## src/design/tgsm_pkg.sv

```systemverilog
// Package for the gated slave-mode timer: register map, fields, codes.
// Assumes a 32-bit APB slave with byte addresses on word boundaries.
`default_nettype none
package tgsm_pkg;
    // Register byte offsets
    localparam logic [7:0] OFF_CTRL = 8'h00;
    localparam logic [7:0] OFF_SMODE = 8'h08;
    localparam logic [7:0] OFF_MASK = 8'h0C;
    localparam logic [7:0] OFF_FLAG = 8'h10;
    localparam logic [7:0] OFF_CMODE = 8'h18;
    localparam logic [7:0] OFF_CENA = 8'h20;
    localparam logic [7:0] OFF_COUNT = 8'h24;
    // Field positions
    localparam int CEN_POS = 0;
    localparam int SMS_POS = 0;
    localparam int TS_POS = 4;
    localparam int TRIG_POS = 6;
    localparam int CCS_POS = 0;
    localparam int PSC_POS = 2;
    localparam int FLT_POS = 4;
    localparam int POL_POS = 1;
    localparam int NPOL_POS = 3;
    // Codes
    localparam logic [2:0] SMS_GATED = 3'h5;
    localparam logic [2:0] TS_CH1_FILT = 3'h5;
    localparam logic [1:0] CCS_DIRECT = 2'h1;
    localparam logic [3:0] FLT_NONE = 4'h0;
    // Reset values
    localparam logic [2:0] SMS_RST = 3'h0;
    localparam logic [2:0] TS_RST = 3'h0;
    localparam logic [6:0] MASK_RST = 7'h00;
    // Channel one input configuration carried as one group
    typedef struct packed {
        logic [3:0] filter;
        logic [1:0] psc;
        logic [1:0] sel;
    } tgsm_ch1_cfg_t;
    localparam tgsm_ch1_cfg_t CH1_RST = '{filter: 4'h0, psc: 2'h0, sel: 2'h0};
endpackage : tgsm_pkg
`default_nettype wire

```

## src/design/tgsm_in_filter.sv

```systemverilog
// Channel one input stage: two-flop resynchroniser and digital filter.
// Assumes the pin is asynchronous to clk_i; filter code is static-ish.
`timescale 1ns/10ps
`default_nettype none
module tgsm_in_filter (
    input wire logic clk_i,
    input wire logic rstn_i,
    input wire logic pin_i,
    input wire logic [3:0] filter_i,
    output logic level_o
);
    logic sync1;
    logic sync2;
    logic [3:0] run_len;
    logic [3:0] next_run_len;
    logic next_level;

    // Resynchroniser; the first flop feeds only the second
    always_ff @(posedge clk_i or negedge rstn_i) begin
        if (!rstn_i) begin
            sync1 <= 1'b0;
            sync2 <= 1'b0;
        end else begin
            sync1 <= pin_i;
            sync2 <= sync1;
        end
    end

    // Level accepted after filter_i equal samples; zero code passes through
    always_comb begin
        next_level = level_o;
        next_run_len = 4'h0;
        if (filter_i == tgsm_pkg::FLT_NONE) begin
            next_level = sync2;
        end else if (sync2 != level_o) begin
            if (run_len + 4'h1 >= filter_i) begin
                next_level = sync2;
            end else begin
                next_run_len = run_len + 4'h1;
            end
        end
    end

    always_ff @(posedge clk_i or negedge rstn_i) begin
        if (!rstn_i) begin
            level_o <= 1'b0;
            run_len <= 4'h0;
        end else begin
            level_o <= next_level;
            run_len <= next_run_len;
        end
    end

    // Unfiltered path follows the synchroniser by one cycle
    a_filter_pass: assert property (@(posedge clk_i) disable iff (!rstn_i)
        filter_i == tgsm_pkg::FLT_NONE |=> level_o == $past(sync2))
        else $error("unfiltered input not passed through");
endmodule : tgsm_in_filter
`default_nettype wire

```

## src/design/tgsm_top.sv

```systemverilog
// Gated slave-mode timer: APB registers, gate logic, counter, interrupt.
// Assumes APB master on clk_i; channel one pin is asynchronous.
// Behaviour
// - Gated code makes input level gate counting
// - Trigger code selects filtered channel one input
// - Counter halted while enable bit is zero
// - Counts while gate active, stops otherwise
// - Trigger flag set on start and stop
// - Gate input resynchronised, stop lags edge
// - Polarity one, complement zero inverts gate
// - Direct capture code routes pin as source
// - Filter code sets duration, zero bypasses
// - Capture prescaler does not affect gate
//
// Local design decisions: the address map and the APB interface to the registers.
`timescale 1ns/10ps
`default_nettype none
module tgsm_top #(
    parameter int CNT_W = 16
) (
    input wire logic clk_i,
    input wire logic rstn_i,
    input wire logic psel_i,
    input wire logic penable_i,
    input wire logic pwrite_i,
    input wire logic [7:0] paddr_i,
    input wire logic [31:0] pwdata_i,
    output logic [31:0] prdata_o,
    output logic pready_o,
    output logic pslverr_o,
    input wire logic ch1_pin_i,
    output logic [CNT_W-1:0] count_o,
    output logic counting_o,
    output logic irq_o
);
    // Count must fit in one 32-bit read word
    if (CNT_W < 1 || CNT_W > 32) begin : g_bad_width
        $error("CNT_W must be 1..32");
    end

    // Register state
    logic counter_enable_bit;
    logic [2:0] slave_mode_select;
    logic [2:0] trigger_source_select;
    tgsm_pkg::tgsm_ch1_cfg_t ch1_cfg;
    logic channel1_polarity;
    logic channel1_complement_polarity;
    logic [6:0] mask;
    logic [6:0] flags;
    logic [CNT_W-1:0] count;
    logic run;
    logic gate_q;
    // Next values
    logic next_cen;
    logic [2:0] next_sms;
    logic [2:0] next_ts;
    tgsm_pkg::tgsm_ch1_cfg_t next_ch1_cfg;
    logic next_pol;
    logic next_npol;
    logic [6:0] next_mask;
    logic [6:0] next_flags;
    logic [CNT_W-1:0] next_count;
    logic next_run;
    logic next_gate_q;
    logic [31:0] next_prdata;
    logic next_pready;
    logic next_pslverr;
    logic next_irq;
    // Decode terms
    logic setup;
    logic wr_acc;
    logic rd_acc;
    logic mapped;
    logic filtered_channel1_input;
    logic gated;
    logic src_ok;
    logic invert;
    logic gate_act;
    logic trig_evt;

    // Pin resynchronised and filtered before any gate logic sees it
    tgsm_in_filter u_filter (
        .clk_i(clk_i),
        .rstn_i(rstn_i),
        .pin_i(ch1_pin_i),
        .filter_i(ch1_cfg.filter),
        .level_o(filtered_channel1_input)
    );

    function automatic logic is_mapped(input logic [7:0] a);
        return a == tgsm_pkg::OFF_CTRL || a == tgsm_pkg::OFF_SMODE
            || a == tgsm_pkg::OFF_MASK || a == tgsm_pkg::OFF_FLAG
            || a == tgsm_pkg::OFF_CMODE || a == tgsm_pkg::OFF_CENA
            || a == tgsm_pkg::OFF_COUNT;
    endfunction : is_mapped

    // APB phase decode; no wait state, read data comes from a flop loaded in the setup cycle
    assign setup = psel_i && !penable_i;
    assign mapped = is_mapped(paddr_i);
    assign wr_acc = psel_i && penable_i && pready_o && pwrite_i && !pslverr_o;
    assign rd_acc = psel_i && penable_i && pready_o && !pwrite_i && !pslverr_o;

    // Gate path; prescaler field is deliberately not used here
    assign gated = slave_mode_select == tgsm_pkg::SMS_GATED;
    assign src_ok = trigger_source_select == tgsm_pkg::TS_CH1_FILT
        && ch1_cfg.sel == tgsm_pkg::CCS_DIRECT;
    assign invert = channel1_polarity && !channel1_complement_polarity;
    assign gate_act = src_ok && (filtered_channel1_input ^ invert);
    // Gate transitions only count as start/stop while enabled
    assign trig_evt = gated && counter_enable_bit && (gate_act != gate_q);

    // Register file next values
    always_comb begin
        next_cen = counter_enable_bit;
        next_sms = slave_mode_select;
        next_ts = trigger_source_select;
        next_ch1_cfg = ch1_cfg;
        next_pol = channel1_polarity;
        next_npol = channel1_complement_polarity;
        next_mask = mask;
        next_flags = flags;
        if (wr_acc) begin
            unique case (paddr_i)
                tgsm_pkg::OFF_CTRL: next_cen = pwdata_i[tgsm_pkg::CEN_POS];
                tgsm_pkg::OFF_SMODE: begin
                    next_sms = pwdata_i[tgsm_pkg::SMS_POS +: 3];
                    next_ts = pwdata_i[tgsm_pkg::TS_POS +: 3];
                end
                tgsm_pkg::OFF_MASK: next_mask = pwdata_i[6:0];
                tgsm_pkg::OFF_CMODE: begin
                    next_ch1_cfg.sel = pwdata_i[tgsm_pkg::CCS_POS +: 2];
                    next_ch1_cfg.psc = pwdata_i[tgsm_pkg::PSC_POS +: 2];
                    next_ch1_cfg.filter = pwdata_i[tgsm_pkg::FLT_POS +: 4];
                end
                tgsm_pkg::OFF_CENA: begin
                    next_pol = pwdata_i[tgsm_pkg::POL_POS];
                    next_npol = pwdata_i[tgsm_pkg::NPOL_POS];
                end
                default: ;
            endcase
        end
        // Read clears; a same-cycle event wins over the clear
        if (rd_acc && paddr_i == tgsm_pkg::OFF_FLAG) begin
            next_flags = 7'h00;
        end
        if (trig_evt) begin
            next_flags[tgsm_pkg::TRIG_POS] = 1'b1;
        end
        next_irq = |(next_flags & next_mask);
    end

    // Counter and gate tracking
    always_comb begin
        next_gate_q = gate_act;
        // Disabled counter never increments, whatever the gate level
        if (!counter_enable_bit) begin
            next_run = 1'b0;
        end else if (gated) begin
            next_run = gate_act;
        end else begin
            next_run = 1'b1;
        end
        // Closed gate just stops increments, keeping the value
        next_count = count;
        if (wr_acc && paddr_i == tgsm_pkg::OFF_COUNT) begin
            next_count = pwdata_i[CNT_W-1:0];
        end else if (next_run) begin
            next_count = count + {{(CNT_W-1){1'b0}}, 1'b1};
        end
    end

    // Read mux, captured in the setup cycle
    always_comb begin
        next_prdata = 32'h0000_0000;
        next_pready = setup;
        next_pslverr = setup && !mapped;
        if (setup && !pwrite_i) begin
            unique case (paddr_i)
                tgsm_pkg::OFF_CTRL: next_prdata[tgsm_pkg::CEN_POS] = counter_enable_bit;
                tgsm_pkg::OFF_SMODE: begin
                    next_prdata[tgsm_pkg::SMS_POS +: 3] = slave_mode_select;
                    next_prdata[tgsm_pkg::TS_POS +: 3] = trigger_source_select;
                end
                tgsm_pkg::OFF_MASK: next_prdata[6:0] = mask;
                tgsm_pkg::OFF_FLAG: next_prdata[6:0] = flags;
                tgsm_pkg::OFF_CMODE: begin
                    next_prdata[tgsm_pkg::CCS_POS +: 2] = ch1_cfg.sel;
                    next_prdata[tgsm_pkg::PSC_POS +: 2] = ch1_cfg.psc;
                    next_prdata[tgsm_pkg::FLT_POS +: 4] = ch1_cfg.filter;
                end
                tgsm_pkg::OFF_CENA: begin
                    next_prdata[tgsm_pkg::POL_POS] = channel1_polarity;
                    next_prdata[tgsm_pkg::NPOL_POS] = channel1_complement_polarity;
                end
                tgsm_pkg::OFF_COUNT: next_prdata[CNT_W-1:0] = count;
                default: ;
            endcase
        end
    end

    // All state registers
    always_ff @(posedge clk_i or negedge rstn_i) begin
        if (!rstn_i) begin
            counter_enable_bit <= 1'b0;
            slave_mode_select <= tgsm_pkg::SMS_RST;
            trigger_source_select <= tgsm_pkg::TS_RST;
            ch1_cfg <= tgsm_pkg::CH1_RST;
            channel1_polarity <= 1'b0;
            channel1_complement_polarity <= 1'b0;
            mask <= tgsm_pkg::MASK_RST;
            flags <= 7'h00;
            count <= '0;
            run <= 1'b0;
            gate_q <= 1'b0;
            prdata_o <= 32'h0000_0000;
            pready_o <= 1'b0;
            pslverr_o <= 1'b0;
            irq_o <= 1'b0;
        end else begin
            counter_enable_bit <= next_cen;
            slave_mode_select <= next_sms;
            trigger_source_select <= next_ts;
            ch1_cfg <= next_ch1_cfg;
            channel1_polarity <= next_pol;
            channel1_complement_polarity <= next_npol;
            mask <= next_mask;
            flags <= next_flags;
            count <= next_count;
            run <= next_run;
            gate_q <= next_gate_q;
            prdata_o <= next_prdata;
            pready_o <= next_pready;
            pslverr_o <= next_pslverr;
            irq_o <= next_irq;
        end
    end

    assign count_o = count;
    assign counting_o = run;

    // Checks
    a_cen_halt: assert property (@(posedge clk_i) disable iff (!rstn_i)
        !counter_enable_bit && !(wr_acc && paddr_i == tgsm_pkg::OFF_COUNT)
        |=> $stable(count))
        else $error("count moved while disabled");

    a_run_disabled: assert property (@(posedge clk_i) disable iff (!rstn_i)
        !counter_enable_bit |=> !counting_o)
        else $error("counting flagged while disabled");

    a_gate_count: assert property (@(posedge clk_i) disable iff (!rstn_i)
        counter_enable_bit && gated && gate_act && !wr_acc
        |=> count == CNT_W'($past(count) + 1))
        else $error("open gate did not advance count");

    a_gate_run: assert property (@(posedge clk_i) disable iff (!rstn_i)
        counter_enable_bit && gated |=> counting_o == $past(gate_act))
        else $error("counting does not follow the gate");

    a_free_run: assert property (@(posedge clk_i) disable iff (!rstn_i)
        counter_enable_bit && !gated |=> counting_o)
        else $error("non-gated mode did not count");

    a_gate_hold: assert property (@(posedge clk_i) disable iff (!rstn_i)
        gated && !gate_act && !wr_acc |=> $stable(count) && !counting_o)
        else $error("closed gate did not hold count");

    a_flag_edge: assert property (@(posedge clk_i) disable iff (!rstn_i)
        gated && counter_enable_bit && $changed(gate_act)
        |=> flags[tgsm_pkg::TRIG_POS])
        else $error("gate edge did not raise trigger flag");

    a_flag_quiet: assert property (@(posedge clk_i) disable iff (!rstn_i)
        !trig_evt && !flags[tgsm_pkg::TRIG_POS] |=> !flags[tgsm_pkg::TRIG_POS])
        else $error("trigger flag rose without a gate edge");

    a_flag_clear: assert property (@(posedge clk_i) disable iff (!rstn_i)
        rd_acc && paddr_i == tgsm_pkg::OFF_FLAG && !trig_evt
        |=> !flags[tgsm_pkg::TRIG_POS])
        else $error("flag read did not clear trigger flag");

    a_source_sel: assert property (@(posedge clk_i) disable iff (!rstn_i)
        gated && trigger_source_select != tgsm_pkg::TS_CH1_FILT && !wr_acc
        |=> $stable(count))
        else $error("unselected source gated the counter");

    a_src_off: assert property (@(posedge clk_i) disable iff (!rstn_i)
        !src_ok |-> !gate_act)
        else $error("gate active without selected source");

    a_pol_invert: assert property (@(posedge clk_i) disable iff (!rstn_i)
        src_ok && channel1_polarity && !channel1_complement_polarity
        |-> gate_act == !filtered_channel1_input)
        else $error("polarity inversion wrong");

    a_err_unmapped: assert property (@(posedge clk_i) disable iff (!rstn_i)
        setup && !mapped |=> pready_o && pslverr_o)
        else $error("unmapped access not refused");

    a_read_idle: assert property (@(posedge clk_i) disable iff (!rstn_i)
        !pready_o |-> prdata_o == 32'h0000_0000)
        else $error("read data not zero outside access");

    a_apb_answer: assert property (@(posedge clk_i) disable iff (!rstn_i)
        setup |=> pready_o ##1 !pready_o)
        else $error("APB answer not one cycle after setup");

    a_irq_level: assert property (@(posedge clk_i) disable iff (!rstn_i)
        irq_o == |(flags & mask))
        else $error("interrupt disagrees with flags and mask");
endmodule : tgsm_top
`default_nettype wire

```

## config.mk

```make
export PLATFORM = sky130hd
export DESIGN_NAME = tgsm_top
export DESIGN_NICKNAME = d
export VERILOG_FILES = /design/src/design/tgsm_pkg.sv /design/src/design/tgsm_in_filter.sv /design/src/design/tgsm_top.sv
export SDC_FILE = /design/constraint.sdc
export NUM_CORES = 1
export LEC_CHECK = 0
export BUFFER_PORTS_ARGS = -buffer_cell sky130_fd_sc_hd__buf_2
export CAP_MARGIN = 20
export CORE_AREA = 2 2 87 89
export DETAILED_ROUTE_END_ITERATION = 8
export DIE_AREA = 0 0 89 91
export PLACE_DENSITY = 0.78
export SKIP_CTS_REPAIR_TIMING = 1
export SLEW_MARGIN = 5
export SYNTH_ARGS = -nofsm -noshare
export SYNTH_HDL_FRONTEND = slang
export SYNTH_SLANG_ARGS = --single-unit
```

## constraint.sdc

```tcl
create_clock -name clk_i -period 2.6 [get_ports clk_i]
set_input_delay 0.39 -clock clk_i [delete_from_list [all_inputs] [get_ports clk_i]]
set_output_delay 0.39 -clock clk_i [all_outputs]
set_load 0.05 [all_outputs]
```

; Yosys cells after proc, flatten, opt, wreduce, memory -nomap -nowiden
; Index checks and enable logic that the tools add are counted.
[op_classes]
n_addsub = 2
order_cmp = 1
eq_ne = 11
mux = 22
n_bitwise = 2
n_reduce_logical = 38
[op_table]
columns = operator, n
row1 = $mux W16, 3
row2 = $mux W7, 3
row3 = $add A16 B1 Y16 const B, 1
row4 = $eq A8 B4 Y1 const B, 2
row5 = $eq A8 B5 Y1 const B, 2
row6 = $eq A8 B6 Y1 const B, 2
row7 = $logic_and A1 B1 Y1, 16
row8 = $pmux W3 S5, 1
row9 = $mux W4, 3
row10 = $pmux W1 S6, 2
row11 = $pmux W1 S5, 2
row12 = $reduce_and A2 Y1, 5
row13 = $logic_not A8 Y1, 1
row14 = $mux W8, 1
row15 = $and A7 B7 Y7, 1
row16 = $reduce_or A7 Y1, 1
row17 = $eq A3 B3 Y1 const B, 2
row18 = $logic_or A1 B1 Y1, 6
row19 = $mux W1, 6
row20 = $reduce_bool A2 Y1, 3
row21 = $logic_not A1 Y1, 5
row22 = $add A4 B1 Y4 const B, 1
row23 = $ge A4 B4 Y1, 1
row24 = $logic_not A4 Y1, 1
row25 = other kinds (4), 5
[word_totals]
register_bits = 75

; Longest topological paths before layout
[depth]
word_depth = 9
ltp_mapped = 8
ltp_nobuf = 7

; By module
; Synthesis repeated with hierarchy kept, for this count alone.
[unflattened]
cells_unflattened = 341
hier_area_um2 = 3704.8
[by_module_without_submodules]
columns = mod, instances, cells_each, area_each_um2
row1 = tgsm_top, 1, 307, 3306.9
row2 = tgsm_in_filter, 1, 34, 397.9

; Worst setup path after synthesis
; OpenSTA, ideal clock, no wires.
[synth_path]
kind = register -> register
from = reg pready_o
to = reg irq_o
t_arrival_ns = 2.389
required_time_ns = 2.479
setup_slack_ns = 0.089
path_stages_with_launch = 9
path_buffers = 2
period_less_slack_ns = 2.511
cell_sequence = dfrtp_1 -> and4b_1 -> clkbuf_1 -> and4_1 -> buf_2 -> mux2_4 -> a22o_1 -> a2111o_1 -> a22o_1
[synth_between]
elab_cells_between_ends = 11
cone_classes = mux (3) / bitwise (1) / reduce/logical (7)
[synth_rtl]
columns = item, line_no
row1 = "start, declared", tgsm_top.sv:29  ; output logic pready_o,
row2 = "start signal, assigned", tgsm_top.sv:232  ; pready_o <= next_pready;
row3 = $logic_and A1 B1 Y1 (3 in series), tgsm_top.sv:100  ; assign wr_acc = psel_i && penable_i && pready_o && pwrite_i && !pslverr_o;
row4 = $mux W7, tgsm_top.sv:122  ; if (wr_acc) begin
row5 = named net next_mask[5], tgsm_top.sv:60  ; logic [6:0] next_mask;
row6 = $and A7 B7 Y7, tgsm_top.sv:149  ; next_irq = |(next_flags & next_mask);
row7 = $reduce_or A7 Y1, tgsm_top.sv:149
row8 = named net next_irq, tgsm_top.sv:68  ; logic next_irq;
row9 = "end signal, assigned", tgsm_top.sv:234  ; irq_o <= next_irq;
row10 = "end, declared", tgsm_top.sv:34  ; output logic irq_o
; The timed path passes the listed nets, and every way through them passes these cells.
; A chain may end at the register's enable or synchronous reset.

; Final worst setup path
[layout_path]
from = reg pslverr_o
to = reg irq_o
[layout_between]
elab_cells_between_ends = 9
cone_classes = mux (3) / bitwise (1) / reduce/logical (5)
[layout_rtl]
columns = item, line_no
row1 = "start, declared", tgsm_top.sv:30  ; output logic pslverr_o,
row2 = "start signal, assigned", tgsm_top.sv:233  ; pslverr_o <= next_pslverr;
row3 = $logic_not A1 Y1, tgsm_top.sv:100
row4 = $logic_and A1 B1 Y1, tgsm_top.sv:100
row5 = $mux W7, tgsm_top.sv:122
row6 = named net next_mask[1], tgsm_top.sv:60
row7 = $and A7 B7 Y7, tgsm_top.sv:149
row8 = $reduce_or A7 Y1, tgsm_top.sv:149
row9 = named net next_irq, tgsm_top.sv:68
; The timed path passes the listed nets, and every way through them passes these cells.

==> metrics.md <==
| Metric | Value |
|---|---|
| Worst Setup Start Kind | `flip-flop` |
| Static Leak | `roughly 0.0020 uW` |
| Psw | `a little over 700 uW` |
| Power per standard cell area | `roughly 560 nW/um^2` |
| Buf+Inv Stages, Crit Path | `0` |
| Final critical-path required period | `about 2.4 ns` |
| Most numerous cell in the Yosys netlist | `dfrtp_1` |
| F_max | `417 MHz` |
| Via/cell ratio | `between 5 and 6` |
| GP Congestion | `about 0.88` |
| Ys async rst share | `1.00` |
| # setup viols final | `0` |
| YS warnings | `0` |
| Share of the synthesized area in the top cell type | `0.512` |
| Core area | `approximately 7000 um^2` |
| Final #Nets | `464` |
| Synth area leaders | `dfrtp_1 51%, mux2_2 7.7%, buf_4 3.3%` |
| Internal power | `about 1600 uW` |
| Vias in the first global route | `between 2,000 and 3,000` |
| Global route total overflow | `0` |
| FF+latch area | `approximately 1900 um^2` |
| Top cells by instance count after synthesis | `75 x dfrtp_1, 27 x nor2_1, 25 x mux2_2` |
| DRC | `0` |
| Critical R2R Launch | `pslverr_o` |
| Number of flops mapped to enable cells by yosys | `0` |
| Sw Share | `0.309` |
| Post-Syn Area | `about 3700 um^2` |
| Bufs on Longest Clock Path | `2` |
| Antenna diode count | `0` |
| Multi-input gate area | `1620 um^2` |
| Die X | `roughly 90 um` |
| RSZ-0062 raised after global routing | `no` |
| Synth unique cells | `49` |
| Crit. End Element | `flip-flop` |
| # port buffers | `65` |
| Cell depth of the worst flop-to-flop path | `6` |
| First-pass GRT wire length | `13,200 um` |
| Synth Register Bits | `75` |
| Area leader, netlist | `dfrtp_1` |
| Worst hold start | `ch1_pin_i` |
| Die footprint | `8100 um^2` |
| Placed inst area | `~4000 um^2` |
| Clk root buf | `clkbuf_8` |
| WL final | `8260 um` |
| Largest net degree at the start of global routing | `between 70 and 80` |
| Register area share after synthesis | `0.512` |
| Biggest cell delay along the critical path | `0.45 ns` |
| Max-cap violation count | `0` |
| Worst Clk Skew | `0.00643 ns` |
| Overall Global Routing Usage | `0.211` |
| Crit-path leading delay family | `simple AND/OR/NAND/NOR gates` |
| Mapped Cells | `between 300 and 400` |
| Total placed cells including tap cells | `500` |
| CTS tree | `done` |
| Worst VDD drop | `between 0.2 and 0.3 mV` |
| Sink Count | `75` |
| DR pass1 iterations | `5` |
| Initial Util | `0.513` |
| Wire per inst | `approximately 16 um` |
| Row count | `31` |
| Finished Layout Cells | `~520` |
| Critical-path top delay cell | `and4_1` |
| Crit Reg-Reg Endpoint | `irq_o` |
| Slew headroom | `0.405` |
| Hold path depth | `1` |
| Required time worst endpoint | `approximately 2.8 ns` |
| Routed Antenna Nets | `0` |
| Post-Layout Inst Area | `4230 um^2` |
| Crit Path Max Fanout | `7` |
| Post-Syn Area per Cell | `about 11 um^2` |
| Most frequent CP cell | `a22o_1` |
| Comb power frac | `0.150` |
| CP cell instances | `and4b_1 -> and4_1 -> mux2_2 -> a22o_1 -> a2111o_1 -> a22o_1` |
| Layout cells sized above 1 | `0.283` |
| Worst Path Arrival | `roughly 2.6 ns` |
| FF-to-FF setup slack | `between 0.15 and 0.2 ns` |
| Area added between synthesis and finish | `15.5%` |
| Total power | `about 2400 uW` |
| Final hold viol count | `0` |
| Post-synth top flop | `dfrtp_1` |
| Crit path kind | `flip-flop to flip-flop` |
| Count of pins over their slew limit | `0` |
| H-tree Lvls | `3` |
| Worst slew pin tran | `~0.89 ns` |
| Post-DP HPWL | `5950 um` |
| I/O pin count | `98` |
| Initial antenna violation count | `0` |
| Initial drt markers | `359` |
| Die Ht | `between 90 and 100 um` |
| CTS Buf Count | `9` |
| Period utilization | `0.923` |
| # fillers | `slightly above 600` |
| Total number of vias | `between 2,000 and 3,000` |
| Clock network power share | `0.328` |
| Worst hold path type | `input pin to flip-flop` |
| Worst-Skew Late Latency | `0.35 ns` |
| Clock transition at path regs | `0.07 ns` |
| Status | `completed` |
| Register share of total power | `0.521` |
| Hold endpoint | `u_filter.sync1` |
-- worst register-to-register path: cells and delay by family, from the launching register on --
family           cells  cell delay (ns)
AO/OA/AOI/OAI        3             0.72
multiplexers         1             0.41
AND/OR/NAND/NOR      2             0.79
flip-flops           1             0.37
-- flip-flops by register name, indices dropped and copies added (netlist names), 3 cells and up --
name,flops
u_filter.run_len,4
ch1_cfg,8
flags,7
trigger_source_select,3
count_o,16
mask,7
slave_mode_select,3
prdata_o,16
-- layer usage --
layer	routed length [um]	track usage	up-vias
met5	0	0	-
met4	206	0.0945	0
met3	529	0.0373	20
met2	4050	0.332	133
met1	3470	0.284	1396
li1	-	-	1338
-- through the flow --
| step | TNS, ns | hold slack (ns) | setup WS [ns] | util |
|---|---|---|---|---|
| after CTS | 0 | 0.139 | 0.199 | 0.593 |
| after global placement | 0 | 0.337 | 0.0295 | 0.570 |
| after global routing | 0 | 0.142 | 0.0729 | 0.593 |
| after floorplan | 0 | 0.0944 | 0.0895 | - |
| final | 0 | 0.144 | 0.200 | 0.593 |
| after detailed placement | -0.0235 | 0.343 | -0.0235 | 0.570 |
-- worst max path at each step --
stage | start | end | slack (ns) | cells after the start
detailed placement | paddr_i[1] | irq_o | -0.02 | 7
finish | pslverr_o | irq_o | 0.20 | 6
CTS | pslverr_o | irq_o | 0.20 | 6
global placement | paddr_i[1] | irq_o | 0.03 | 7
floorplan | pready_o | irq_o | 0.09 | 8
global route | pslverr_o | irq_o | 0.07 | 6
-- cells in the final DEF, fill, tap and decap left out, types with 3 or more instances in the layout --
| cell type | count |
|---|---|
| nand3_1 | 11 |
| or3_1 | 3 |
| xor2_1 | 13 |
| buf_4 | 11 |
| nor3_1 | 5 |
| nor2_1 | 27 |
| inv_1 | 10 |
| mux2_2 | 25 |
| a22oi_1 | 7 |
| a222oi_1 | 5 |
| o21ai_0 | 6 |
| nand2_1 | 11 |
| clkinv_2 | 3 |
| nor4_1 | 5 |
| nand2b_1 | 4 |
| o22ai_1 | 3 |
| nor2b_1 | 7 |
| a21oi_1 | 22 |
| buf_2 | 65 |
| and2_1 | 14 |
| dfrtp_1 | 75 |
| ha_1 | 6 |
| clkbuf_8 | 9 |
| and3_1 | 4 |
| conb_1 | 16 |
| a31oi_1 | 3 |
| a22o_1 | 3 |
| xnor2_1 | 4 |
| nand4_1 | 11 |
-- layout make-up --
type | count | share of cell area
inverters | 10 | 0.00887
flip-flops and latches | 75 | 0.444
clock buffers | 11 | 0.0310
multi-input cells | 240 | 0.384
well taps | 99 | 0.0293
repair buffers | 76 | 0.0964
clock inverters | 5 | 0.00710
-- logic make-up (layout without fill, tap and decap cells) --
family / count (synthesis) / count (layout) / synth area share
AOI/OAI and AO/OA: 59 / 59 / 0.106
adders and majority gates: 6 / 6 / 0.0205
buffers and inverters: 41 / 102 / 0.0594
muxes: 27 / 27 / 0.0837
DFF: 75 / 75 / 0.512
other: 1 / 16 / 0.00102
xor gates and xnor gates: 17 / 17 / 0.0407
and+or+nand+nor: 115 / 115 / 0.176
-- power groups by stage --
stage          Clock (uW)  Combinational (uW)  Sequential [uW]
2_1_floorplan           0                 183             1320
3_3_place_gp            0                 346             1250
3_5_place_dp            0                 352             1250
4_1_cts               779                 353             1230
5_1_grt               826                 384             1230
6_report              773                 353             1230
(Power assumes the default switching activity.)
